### src/hdl/hpf_cfg.svh
// offsets, field positions, reset values and timing counts of the host controller
// assumes a 50 MHz clock and 32-bit APB data
`ifndef HPF_CFG_SVH
`define HPF_CFG_SVH

`define HPF_OFF_CTRL      8'h00
`define HPF_OFF_TX        8'h04
`define HPF_OFF_STATUS    8'h08
`define HPF_OFF_RXCFG     8'h0C
`define HPF_OFF_REFRESH   8'h10
`define HPF_OFF_RXDATA    8'h40
`define HPF_RXDATA_LAST   8'h7C

`define HPF_CTRL_AUTO     0
`define HPF_ST_BUSY       0
`define HPF_ST_STATNEW    1
`define HPF_ST_RXDONE     2
`define HPF_ST_PORTREQ    3
`define HPF_ST_BYTE_LSB   8
`define HPF_ST_CNT_LSB    16

`define HPF_FUNC_CMD      2'h3
`define HPF_FUNC_DATA     2'h0

`define HPF_RST_REFRESH   8'h00
`define HPF_RST_EXPECT    5'h10

`define HPF_CLK_KHZ       50000
`define HPF_REFRESH_MS    500

`endif

### src/hdl/hpf_pkg.sv
// types of the host controller for the parallel fan-out port
// assumes hpf_cfg.svh for all numbers
`default_nettype none
package hpf_pkg;

	typedef enum logic [2:0] {
		ST_IDLE     = 3'b000,
		ST_TX_REQ   = 3'b001,
		ST_TX_DRIVE = 3'b010,
		ST_TX_SETUP = 3'b011,
		ST_RX_RESP  = 3'b100,
		ST_RX_WAIT  = 3'b101
	} hpf_state_t;

	typedef struct packed {
		logic [15:0][7:0] mem;
		logic [7:0]       rdata;
	} hpf_mem_t;

	typedef struct packed {
		hpf_state_t  st;
		logic [2:0]  req_s;
		logic [2:0]  resp_s;
		logic [2:0]  valid_s;
		logic [2:0][15:0] data_s;
		logic [2:0][1:0]  func_s;
		logic        req_f;
		logic        resp_f;
		logic        valid_f;
		logic        host_req;
		logic        resp_o;
		logic        resp_oe;
		logic [15:0] data_o;
		logic        data_oe;
		logic [1:0]  func_o;
		logic        func_oe;
		logic        valid_o;
		logic        valid_oe;
		logic        tx_pend;
		logic [17:0] tx_word;
		logic        auto_en;
		logic        auto_pend;
		logic [24:0] refresh_cnt;
		logic [7:0]  refresh_byte;
		logic [7:0]  stat_byte;
		logic        stat_new;
		logic [4:0]  rx_cnt;
		logic [4:0]  rx_expect;
		logic        rx_done;
		logic        mem_we;
		logic [3:0]  mem_waddr;
		logic [7:0]  mem_wdata;
		logic        pready;
		logic [31:0] prdata;
		logic        pslverr;
	} hpf_main_t;

endpackage : hpf_pkg
`default_nettype wire

### src/hdl/hpf_rx_mem.sv
// sixteen-byte store for data bytes received from the port
// assumes one clock, clock enable from the controller
`timescale 1ns/1ns
`default_nettype none
module hpf_rx_mem (
	input  wire logic       i_clock,
	input  wire logic       i_nrst,
	input  wire logic       i_clk_en,
	input  wire logic       i_we,
	input  wire logic [3:0] i_waddr,
	input  wire logic [7:0] i_wdata,
	input  wire logic [3:0] i_raddr,
	output logic      [7:0] o_rdata
);
	hpf_pkg::hpf_mem_t r_reg;
	hpf_pkg::hpf_mem_t r_next;

	always_comb begin
		r_next = r_reg;
		if (i_we) begin
			r_next.mem[i_waddr] = i_wdata;
		end
		r_next.rdata = r_reg.mem[i_raddr];
	end

	always_ff @(posedge i_clock or negedge i_nrst) begin
		if (!i_nrst) begin
			r_reg <= '0;
		end else if (i_clk_en) begin
			r_reg <= r_next;
		end
	end

	assign o_rdata = r_reg.rdata;
endmodule : hpf_rx_mem
`default_nettype wire

### src/hdl/hpf_host.sv
// host-side controller driving the parallel fan-out port through its handshake pins
// assumes the port on the far side, pins asynchronous to i_clock, APB master on this side
//
// Function
// - status unprompted; data only after request
// - host refreshes servo watchdog periodically
// - port answers send request, releases its drivers
// - host drives data, function, then valid
`timescale 1ns/1ns
`default_nettype none
`include "hpf_cfg.svh"
module hpf_host #(
	parameter int unsigned REFRESH_CYCLES = `HPF_REFRESH_MS * `HPF_CLK_KHZ
) (
	input  wire logic        i_clock,
	input  wire logic        i_nrst,
	input  wire logic        i_clk_en,
	input  wire logic        i_psel,
	input  wire logic        i_penable,
	input  wire logic        i_pwrite,
	input  wire logic [7:0]  i_paddr,
	input  wire logic [31:0] i_pwdata,
	output logic      [31:0] o_prdata,
	output logic             o_pready,
	output logic             o_pslverr,
	output logic             o_host_send_request,
	input  wire logic        i_port_send_request,
	input  wire logic        i_port_response,
	output logic             o_port_response,
	output logic             o_port_response_oe,
	input  wire logic [15:0] i_data,
	output logic      [15:0] o_data,
	output logic             o_data_oe,
	input  wire logic        i_function_bit_low,
	input  wire logic        i_function_bit_high,
	output logic             o_function_bit_low,
	output logic             o_function_bit_high,
	output logic             o_function_oe,
	input  wire logic        i_valid,
	output logic             o_valid,
	output logic             o_valid_oe
);
	hpf_pkg::hpf_main_t r_reg;
	hpf_pkg::hpf_main_t r_next;
	logic [7:0]         mem_rdata;

	function automatic logic hpf_mapped(input logic [7:0] a);
		hpf_mapped = (a == `HPF_OFF_CTRL) || (a == `HPF_OFF_TX) || (a == `HPF_OFF_STATUS)
			|| (a == `HPF_OFF_RXCFG) || (a == `HPF_OFF_REFRESH)
			|| ((a >= `HPF_OFF_RXDATA) && (a <= `HPF_RXDATA_LAST) && (a[1:0] == 2'h0));
	endfunction : hpf_mapped

	// agreed change of the second and third stage only
	function automatic logic hpf_filt(input logic [2:0] s, input logic f);
		hpf_filt = (s[1] == s[2]) ? s[2] : f;
	endfunction : hpf_filt

	hpf_rx_mem u_rx_mem (
		.i_clock  (i_clock),
		.i_nrst   (i_nrst),
		.i_clk_en (i_clk_en),
		.i_we     (r_reg.mem_we),
		.i_waddr  (r_reg.mem_waddr),
		.i_wdata  (r_reg.mem_wdata),
		.i_raddr  (i_paddr[5:2]),
		.o_rdata  (mem_rdata)
	);

	always_comb begin
		logic        acc;
		logic        wr;
		logic [31:0] rd;
		logic        clr_stat;
		logic        clr_done;
		logic [1:0]  fcode;
		acc      = i_psel && i_penable;
		wr       = acc && r_reg.pready && i_pwrite && hpf_mapped(i_paddr);
		rd       = 32'h0000_0000;
		clr_stat = 1'b0;
		clr_done = 1'b0;
		fcode    = r_reg.func_s[2];
		r_next   = r_reg;
		r_next.mem_we = 1'b0;

		// pin synchronisers
		r_next.req_s   = {r_reg.req_s[1:0], i_port_send_request};
		r_next.resp_s  = {r_reg.resp_s[1:0], i_port_response};
		r_next.valid_s = {r_reg.valid_s[1:0], i_valid};
		r_next.data_s  = {r_reg.data_s[1:0], i_data};
		r_next.func_s  = {r_reg.func_s[1:0], i_function_bit_high, i_function_bit_low};
		r_next.req_f   = hpf_filt(r_reg.req_s, r_reg.req_f);
		r_next.resp_f  = hpf_filt(r_reg.resp_s, r_reg.resp_f);
		r_next.valid_f = hpf_filt(r_reg.valid_s, r_reg.valid_f);

		// register reads
		case (i_paddr)
			`HPF_OFF_CTRL: begin
				rd[`HPF_CTRL_AUTO] = r_reg.auto_en;
			end
			`HPF_OFF_TX: begin
				rd[17:0] = r_reg.tx_word;
			end
			`HPF_OFF_STATUS: begin
				rd[`HPF_ST_BUSY]    = r_reg.tx_pend || (r_reg.st != hpf_pkg::ST_IDLE);
				rd[`HPF_ST_STATNEW] = r_reg.stat_new;
				rd[`HPF_ST_RXDONE]  = r_reg.rx_done;
				rd[`HPF_ST_PORTREQ] = r_reg.req_f;
				rd[`HPF_ST_BYTE_LSB +: 8] = r_reg.stat_byte;
				rd[`HPF_ST_CNT_LSB +: 5]  = r_reg.rx_cnt;
			end
			`HPF_OFF_RXCFG: begin
				rd[4:0] = r_reg.rx_expect;
			end
			`HPF_OFF_REFRESH: begin
				rd[7:0] = r_reg.refresh_byte;
			end
			default: begin
				rd[7:0] = hpf_mapped(i_paddr) ? mem_rdata : 8'h00;
			end
		endcase

		// apb slave: one wait state, then pready for one cycle
		if (acc && !r_reg.pready) begin
			r_next.pready  = 1'b1;
			r_next.prdata  = i_pwrite ? 32'h0000_0000 : rd;
			r_next.pslverr = !hpf_mapped(i_paddr);
		end else begin
			r_next.pready  = 1'b0;
			r_next.pslverr = 1'b0;
		end

		if (wr) begin
			case (i_paddr)
				`HPF_OFF_CTRL: begin
					r_next.auto_en = i_pwdata[`HPF_CTRL_AUTO];
				end
				`HPF_OFF_TX: begin
					if (!r_reg.tx_pend) begin
						r_next.tx_word = i_pwdata[17:0];
						r_next.tx_pend = 1'b1;
					end
				end
				`HPF_OFF_STATUS: begin
					clr_stat = i_pwdata[`HPF_ST_STATNEW];
					clr_done = i_pwdata[`HPF_ST_RXDONE];
				end
				`HPF_OFF_RXCFG: begin
					r_next.rx_expect = i_pwdata[4:0];
					r_next.rx_cnt    = 5'h00;
					clr_done         = 1'b1;
				end
				`HPF_OFF_REFRESH: begin
					r_next.refresh_byte = i_pwdata[7:0];
				end
				default: begin
				end
			endcase
		end
		if (clr_stat) begin
			r_next.stat_new = 1'b0;
		end
		if (clr_done) begin
			r_next.rx_done = 1'b0;
		end

		// periodic watchdog refresh command
		if (!r_reg.auto_en) begin
			r_next.refresh_cnt = 25'h000_0000;
			r_next.auto_pend   = 1'b0;
		end else if (r_reg.refresh_cnt == 25'(REFRESH_CYCLES - 1)) begin
			r_next.refresh_cnt = 25'h000_0000;
			r_next.auto_pend   = 1'b1;
		end else begin
			r_next.refresh_cnt = r_reg.refresh_cnt + 25'h000_0001;
		end

		case (r_reg.st)
			hpf_pkg::ST_IDLE: begin
				if (r_reg.req_f) begin
					// answer the port first: it is only talking when it has to
					r_next.st       = hpf_pkg::ST_RX_RESP;
					r_next.resp_o   = 1'b1;
					r_next.resp_oe  = 1'b1;
				end else if (r_reg.tx_pend || r_reg.auto_pend) begin
					if (!r_reg.tx_pend) begin
						r_next.tx_word   = {`HPF_FUNC_CMD, 8'h00, r_reg.refresh_byte};
						r_next.tx_pend   = 1'b1;
						r_next.auto_pend = 1'b0;
					end
					r_next.st       = hpf_pkg::ST_TX_REQ;
					r_next.host_req = 1'b1;
				end
			end
			hpf_pkg::ST_TX_REQ: begin
				if (r_reg.resp_f) begin
					r_next.st      = hpf_pkg::ST_TX_SETUP;
					r_next.data_o  = r_reg.tx_word[15:0];
					r_next.data_oe = 1'b1;
					r_next.func_o  = r_reg.tx_word[17:16];
					r_next.func_oe = 1'b1;
				end
			end
			hpf_pkg::ST_TX_SETUP: begin
				r_next.st       = hpf_pkg::ST_TX_DRIVE;
				r_next.valid_o  = 1'b1;
				r_next.valid_oe = 1'b1;
			end
			hpf_pkg::ST_TX_DRIVE: begin
				if (!r_reg.resp_f) begin
					// response withdrawn: the word has been strobed
					r_next.st       = hpf_pkg::ST_IDLE;
					r_next.host_req = 1'b0;
					r_next.valid_o  = 1'b0;
					r_next.valid_oe = 1'b0;
					r_next.data_oe  = 1'b0;
					r_next.func_oe  = 1'b0;
					r_next.tx_pend  = 1'b0;
				end
			end
			hpf_pkg::ST_RX_RESP: begin
				if (r_reg.valid_f) begin
					r_next.st     = hpf_pkg::ST_RX_WAIT;
					r_next.resp_o = 1'b0;
					if (fcode == `HPF_FUNC_CMD) begin
						r_next.stat_byte = r_reg.data_s[2][7:0];
						r_next.stat_new  = 1'b1;
					end else if ((fcode == `HPF_FUNC_DATA) && !r_reg.rx_cnt[4]) begin
						r_next.mem_we    = 1'b1;
						r_next.mem_waddr = r_reg.rx_cnt[3:0];
						r_next.mem_wdata = r_reg.data_s[2][7:0];
						r_next.rx_cnt    = r_reg.rx_cnt + 5'h01;
						if ((r_reg.rx_cnt + 5'h01) == r_reg.rx_expect) begin
							r_next.rx_done = 1'b1;
						end
					end
				end
			end
			hpf_pkg::ST_RX_WAIT: begin
				if (!r_reg.valid_f) begin
					r_next.st      = hpf_pkg::ST_IDLE;
					r_next.resp_oe = 1'b0;
				end
			end
			default: begin
				r_next.st = hpf_pkg::ST_IDLE;
			end
		endcase
	end

	always_ff @(posedge i_clock or negedge i_nrst) begin
		if (!i_nrst) begin
			r_reg              <= '0;
			r_reg.refresh_byte <= `HPF_RST_REFRESH;
			r_reg.rx_expect    <= `HPF_RST_EXPECT;
		end else if (i_clk_en) begin
			r_reg <= r_next;
		end
	end

	assign o_prdata            = r_reg.prdata;
	assign o_pready            = r_reg.pready;
	assign o_pslverr           = r_reg.pslverr;
	assign o_host_send_request = r_reg.host_req;
	assign o_port_response     = r_reg.resp_o;
	assign o_port_response_oe  = r_reg.resp_oe;
	assign o_data              = r_reg.data_o;
	assign o_data_oe           = r_reg.data_oe;
	assign o_function_bit_low  = r_reg.func_o[0];
	assign o_function_bit_high = r_reg.func_o[1];
	assign o_function_oe       = r_reg.func_oe;
	assign o_valid             = r_reg.valid_o;
	assign o_valid_oe          = r_reg.valid_oe;
endmodule : hpf_host
`default_nettype wire

### config.mk
export PLATFORM = sky130hd
export DESIGN_NAME = hpf_host
export DESIGN_NICKNAME = d
export VERILOG_FILES = /design/src/hdl/hpf_pkg.sv /design/src/hdl/hpf_rx_mem.sv /design/src/hdl/hpf_host.sv
export VERILOG_INCLUDE_DIRS = /design/src /design/src/hdl
export SDC_FILE = /design/constraint.sdc
export NUM_CORES = 1
export LEC_CHECK = 0
export ABC_AREA = 1
export BUFFER_PORTS_ARGS = -buffer_cell sky130_fd_sc_hd__buf_2
export CORE_ASPECT_RATIO = 1.75
export CORE_MARGIN = 2
export CORE_UTILIZATION = 45
export CTS_CLUSTER_SIZE = 40
export DETAILED_ROUTE_END_ITERATION = 6
export PLACE_DENSITY = 0.65
export SYNTH_ARGS = -nofsm -noshare
export SYNTH_HDL_FRONTEND = slang
export SYNTH_SLANG_ARGS = --single-unit
export TNS_END_PERCENT = 1
### constraint.sdc
create_clock -name i_clock -period 2.2 [get_ports i_clock]
set_input_delay 0.44 -clock i_clock [delete_from_list [all_inputs] [get_ports i_clock]]
set_output_delay 0.44 -clock i_clock [all_outputs]
set_load 0.05 [all_outputs]
==> summary.txt <==
Run status
  – Status: finished, final reports clean

CTS
  – CTS tree: built
  – Inserted Clock Buffers: 28
  – Worst-skew pair later-pin latency: 0.55 ns
  – Maximum buffer depth of the clock tree: 3
  – # H-tree levels: 1
  – CTS Sinks: approximately 310
  – Root buf cell: clkbuf_16
  – Worst-path clk slew: 0.07 ns

GRT
  – Met2 Track Usage GR: 42.3%
  – First-pass GRT wire length: 62800 um
  – Met1 usage: ~26%
  – Tot GR Track Use: 22.6%
  – Met3 Usage GRT: under 10%
  – Grt ovf: 0
  – Initial antenna violation count: 0
  – Gr busiest metal: met2
  – Largest net degree at the start of global routing: 59
  – Vias in the first global route: 12300

Route
  – WL final: 38500 um
  – Vias per cell: 5.31
  – Antenna viol nets, final: 0
  – Via count: between 10000 and 15000
  – DRC: 0
  – Detailed Route Iter0 Violations: 859
  – Drt first pass iters: 5
  – WL/cell: 16.6 um

Timing
  – Worst slew pin tran: 0.622 ns
  – Slew HR: 58.5%
  – Endpoints failing setup: 0
  – Min Hold Slack: 0.0865 ns
  – Final setup TNS: 0 ns
  – Fmax: 500 MHz
  – RSZ-0062 raised after global routing: false
  – Layout Skew: about 0.013 ns
  – Final period util: 90.8%
  – Tmin final: 2.00 ns
  – Final max-slew violation count: 0
  – Final hold vios: 0

Floorplanning
  – Top-Level Pins: 126
  – Initial Utilization: 45.4%
  – Core area: 32800 um2
  – Die Wd: between 100 and 150 um
  – Chip height: 245 um
  – Total Die Area: 34600 um2
  – Rows: 88

Synthesis
  – #FFs+latches synth: 314
  – Simple-gate portion of the synthesized area: 25.2%
  – Mapped Cells: approximately 1800
  – Mux share of post-synthesis cell area: 0.143%
  – Cell area after synthesis: ~15000 um2
  – Synth Flop Type: dfrtp_1
  – Ys async rst share: 100%
  – Largest family of logic cells by synthesized area: simple AND/OR/NAND/NOR gates
  – Adder-Cell Fraction of Synth Area: 0.168%
  – YS warnings: 0
  – Synth Area in Compound Gates: 12.7%
  – Post-synthesis xor/xnor area fraction: 0.882%
  – Seq/Total Area, Yosys: a little over half
  – EDFF count, synth: 0
  – Avg Inst Size Synth: 8.14 um2
  – Netlist cell types: 50

Placement
  – Port bufs: 92
  – Final HPWL DP: 27800 um
  – GPL Wtd Cong: around 0.9
  – Placed Cells incl. Taps: 2267

Cells and area
  – Fin cells: 2322
  – P&R area growth vs syn: 12.8%
  – Commonest non-fill, non-tap cell in the layout: nand2_1
  – Layout cell share with drive strength beyond 1: 12.7%
  – Nets: 1966
  – Commonest non-fill, non-tap cells in the layout: 617 x nand2_1, 313 x dfrtp_1, 224 x o21ai_0
  – Number of flip-flops in the largest register: ~130
  – Number of antenna repair diodes: 0

Pwr
  – P per Cell Area: 842 nW/um2
  – Maximum vdd ir drop: 0.494 mV
  – Static Leak: around 8.3 nW

Worst hold path
  – Hold Path Stages: 3
  – Worst Hold Class: in2reg

Critical path
  – Setup CP Type: reg2reg
  – Worst reg2reg path depth: 10
  – Slowest stage cell, crit path: dfrtp_1
  – Startpoint Class: flip-flop
  – Levels on crit path: 10
  – Critical-path cell list: inv_1 > nand2_1 > nor2_2 > inv_1 > nor2_1 > nand2_1 > nand2_2 > nand3_1 > nand2_1 > inv_1
  – R2R setup slack: a little over 0.2 ns
  – Arrival time at the worst endpoint: 2.45 ns
  – Crit path max fanout: 10
  – Family with the most delay on the worst path: simple AND/OR/NAND/NOR gates
  – Crit end category: flip-flop
  – Buf+Inv Stages, Crit Path: 3
  – Delay of the slowest cell on the worst path: 0.41 ns
  – Crit path required time: 2.65 ns

Run
  – Max-cap violations: 0
==> where the power goes <==
part	switching [mW]	total [mW]	internal (mW)
clock network	2.17	5.14	2.97
registers	0.287	6.46	6.18
logic	1.92	2.55	0.637
==> tightest hold or removal path: cells and delay by family <==
| family | cells | cell delay [ns] |
|---|---|---|
| simple gates | 2 | 0.09 |
| buf+inv | 1 | 0.08 |
==> area by class of cell <==
cell class                 count  area [um2]
multi-input combinational   1267        5870
timing repair buffer         154        1100
clock buffer                  40         827
inverter                     132         503
sequential                   314        7860
tap                          405         507
clock inverter                10         139
fill                        3144       16000
==> worst paths after layout <==
path / start / end
max in group asynchronous: i_nrst / u_rx_mem.r_reg[102]$_DFFE_PN0P_
min in group asynchronous: i_nrst / o_data[7]$_DFFE_PN0P_
worst min register to register: r_next[153]$_DFFE_PN0P_ / r_next[153]$_DFFE_PN0P_
worst max-delay path: r_reg[212]$_DFFE_PN0P_ / r_reg[111]$_DFFE_PN0P_
worst min-delay path: i_data[0] / r_next[171]$_DFFE_PN0P_
worst max register to register: r_reg[212]$_DFFE_PN0P_ / r_reg[111]$_DFFE_PN0P_
==> logic make-up after synthesis <==
family,count (synthesis)
simple gates,896
compound gates,341
xor+xnor,15
flops,314
other cells,1
fa+ha+maj,2
buf+inv,260
mux,2
==> cell usage after synthesis, drive strengths merged (2+ instances only) <==
cell type  number  share of area [%]
a31oi           5               0.21
or2             2              0.084
buf            65                3.2
nor3           14               0.57
nor4            2              0.084
o21ai         239                8.3
xor2           11               0.65
nand4          42                1.8
dfrtp         313                 53
ha              2               0.17
clkbuf         63                1.6
inv           131                3.3
nand2         623                 16
o211ai         11               0.55
xnor2           4               0.24
a22oi          22                1.1
a21oi          49                1.7
nand3          81                2.9
a211oi          5               0.25
nor2          131                3.8
o22ai           2              0.084
o221ai          3               0.18
==> layer usage <==
| metal | vias to the layer above | share of wire [%] |
|---|---|---|
| met5 | - | 0 |
| met4 | 0 | 4.2 |
| met3 | 82 | 3.6 |
| met2 | 297 | 53 |
| met1 | 5939 | 39 |
| li1 | 6002 | - |
==> stage by stage <==
| step | cell area, um2 | util (%) | total power, mW | setup WS, ns |
|---|---|---|---|---|
| final | 16800 | 51.2 | 14.2 | 0.201 |
| after global routing | 16800 | 51.2 | 14.8 | 0.00295 |
| after global placement | 15800 | 48.2 | 9.09 | 0.149 |
| after detailed placement | 15800 | 48.2 | 9.14 | 0.149 |
| after CTS | 16800 | 51.1 | 14.3 | 0.140 |
| after floorplan | 14900 | - | 8.41 | 0.500 |
==> timing repair <==
| action | 4_1_cts | 5_1_grt |
|---|---|---|
| setup buffers | 0 | 4 |
| hold buffers | 1 | 0 |
| gates resized for setup | 0 | 0 |
| endpoints found under the setup margin | 0 | 1 |
| hold endpoints to repair | 48 | 0 |
Power figures use the tool's default switching activity.
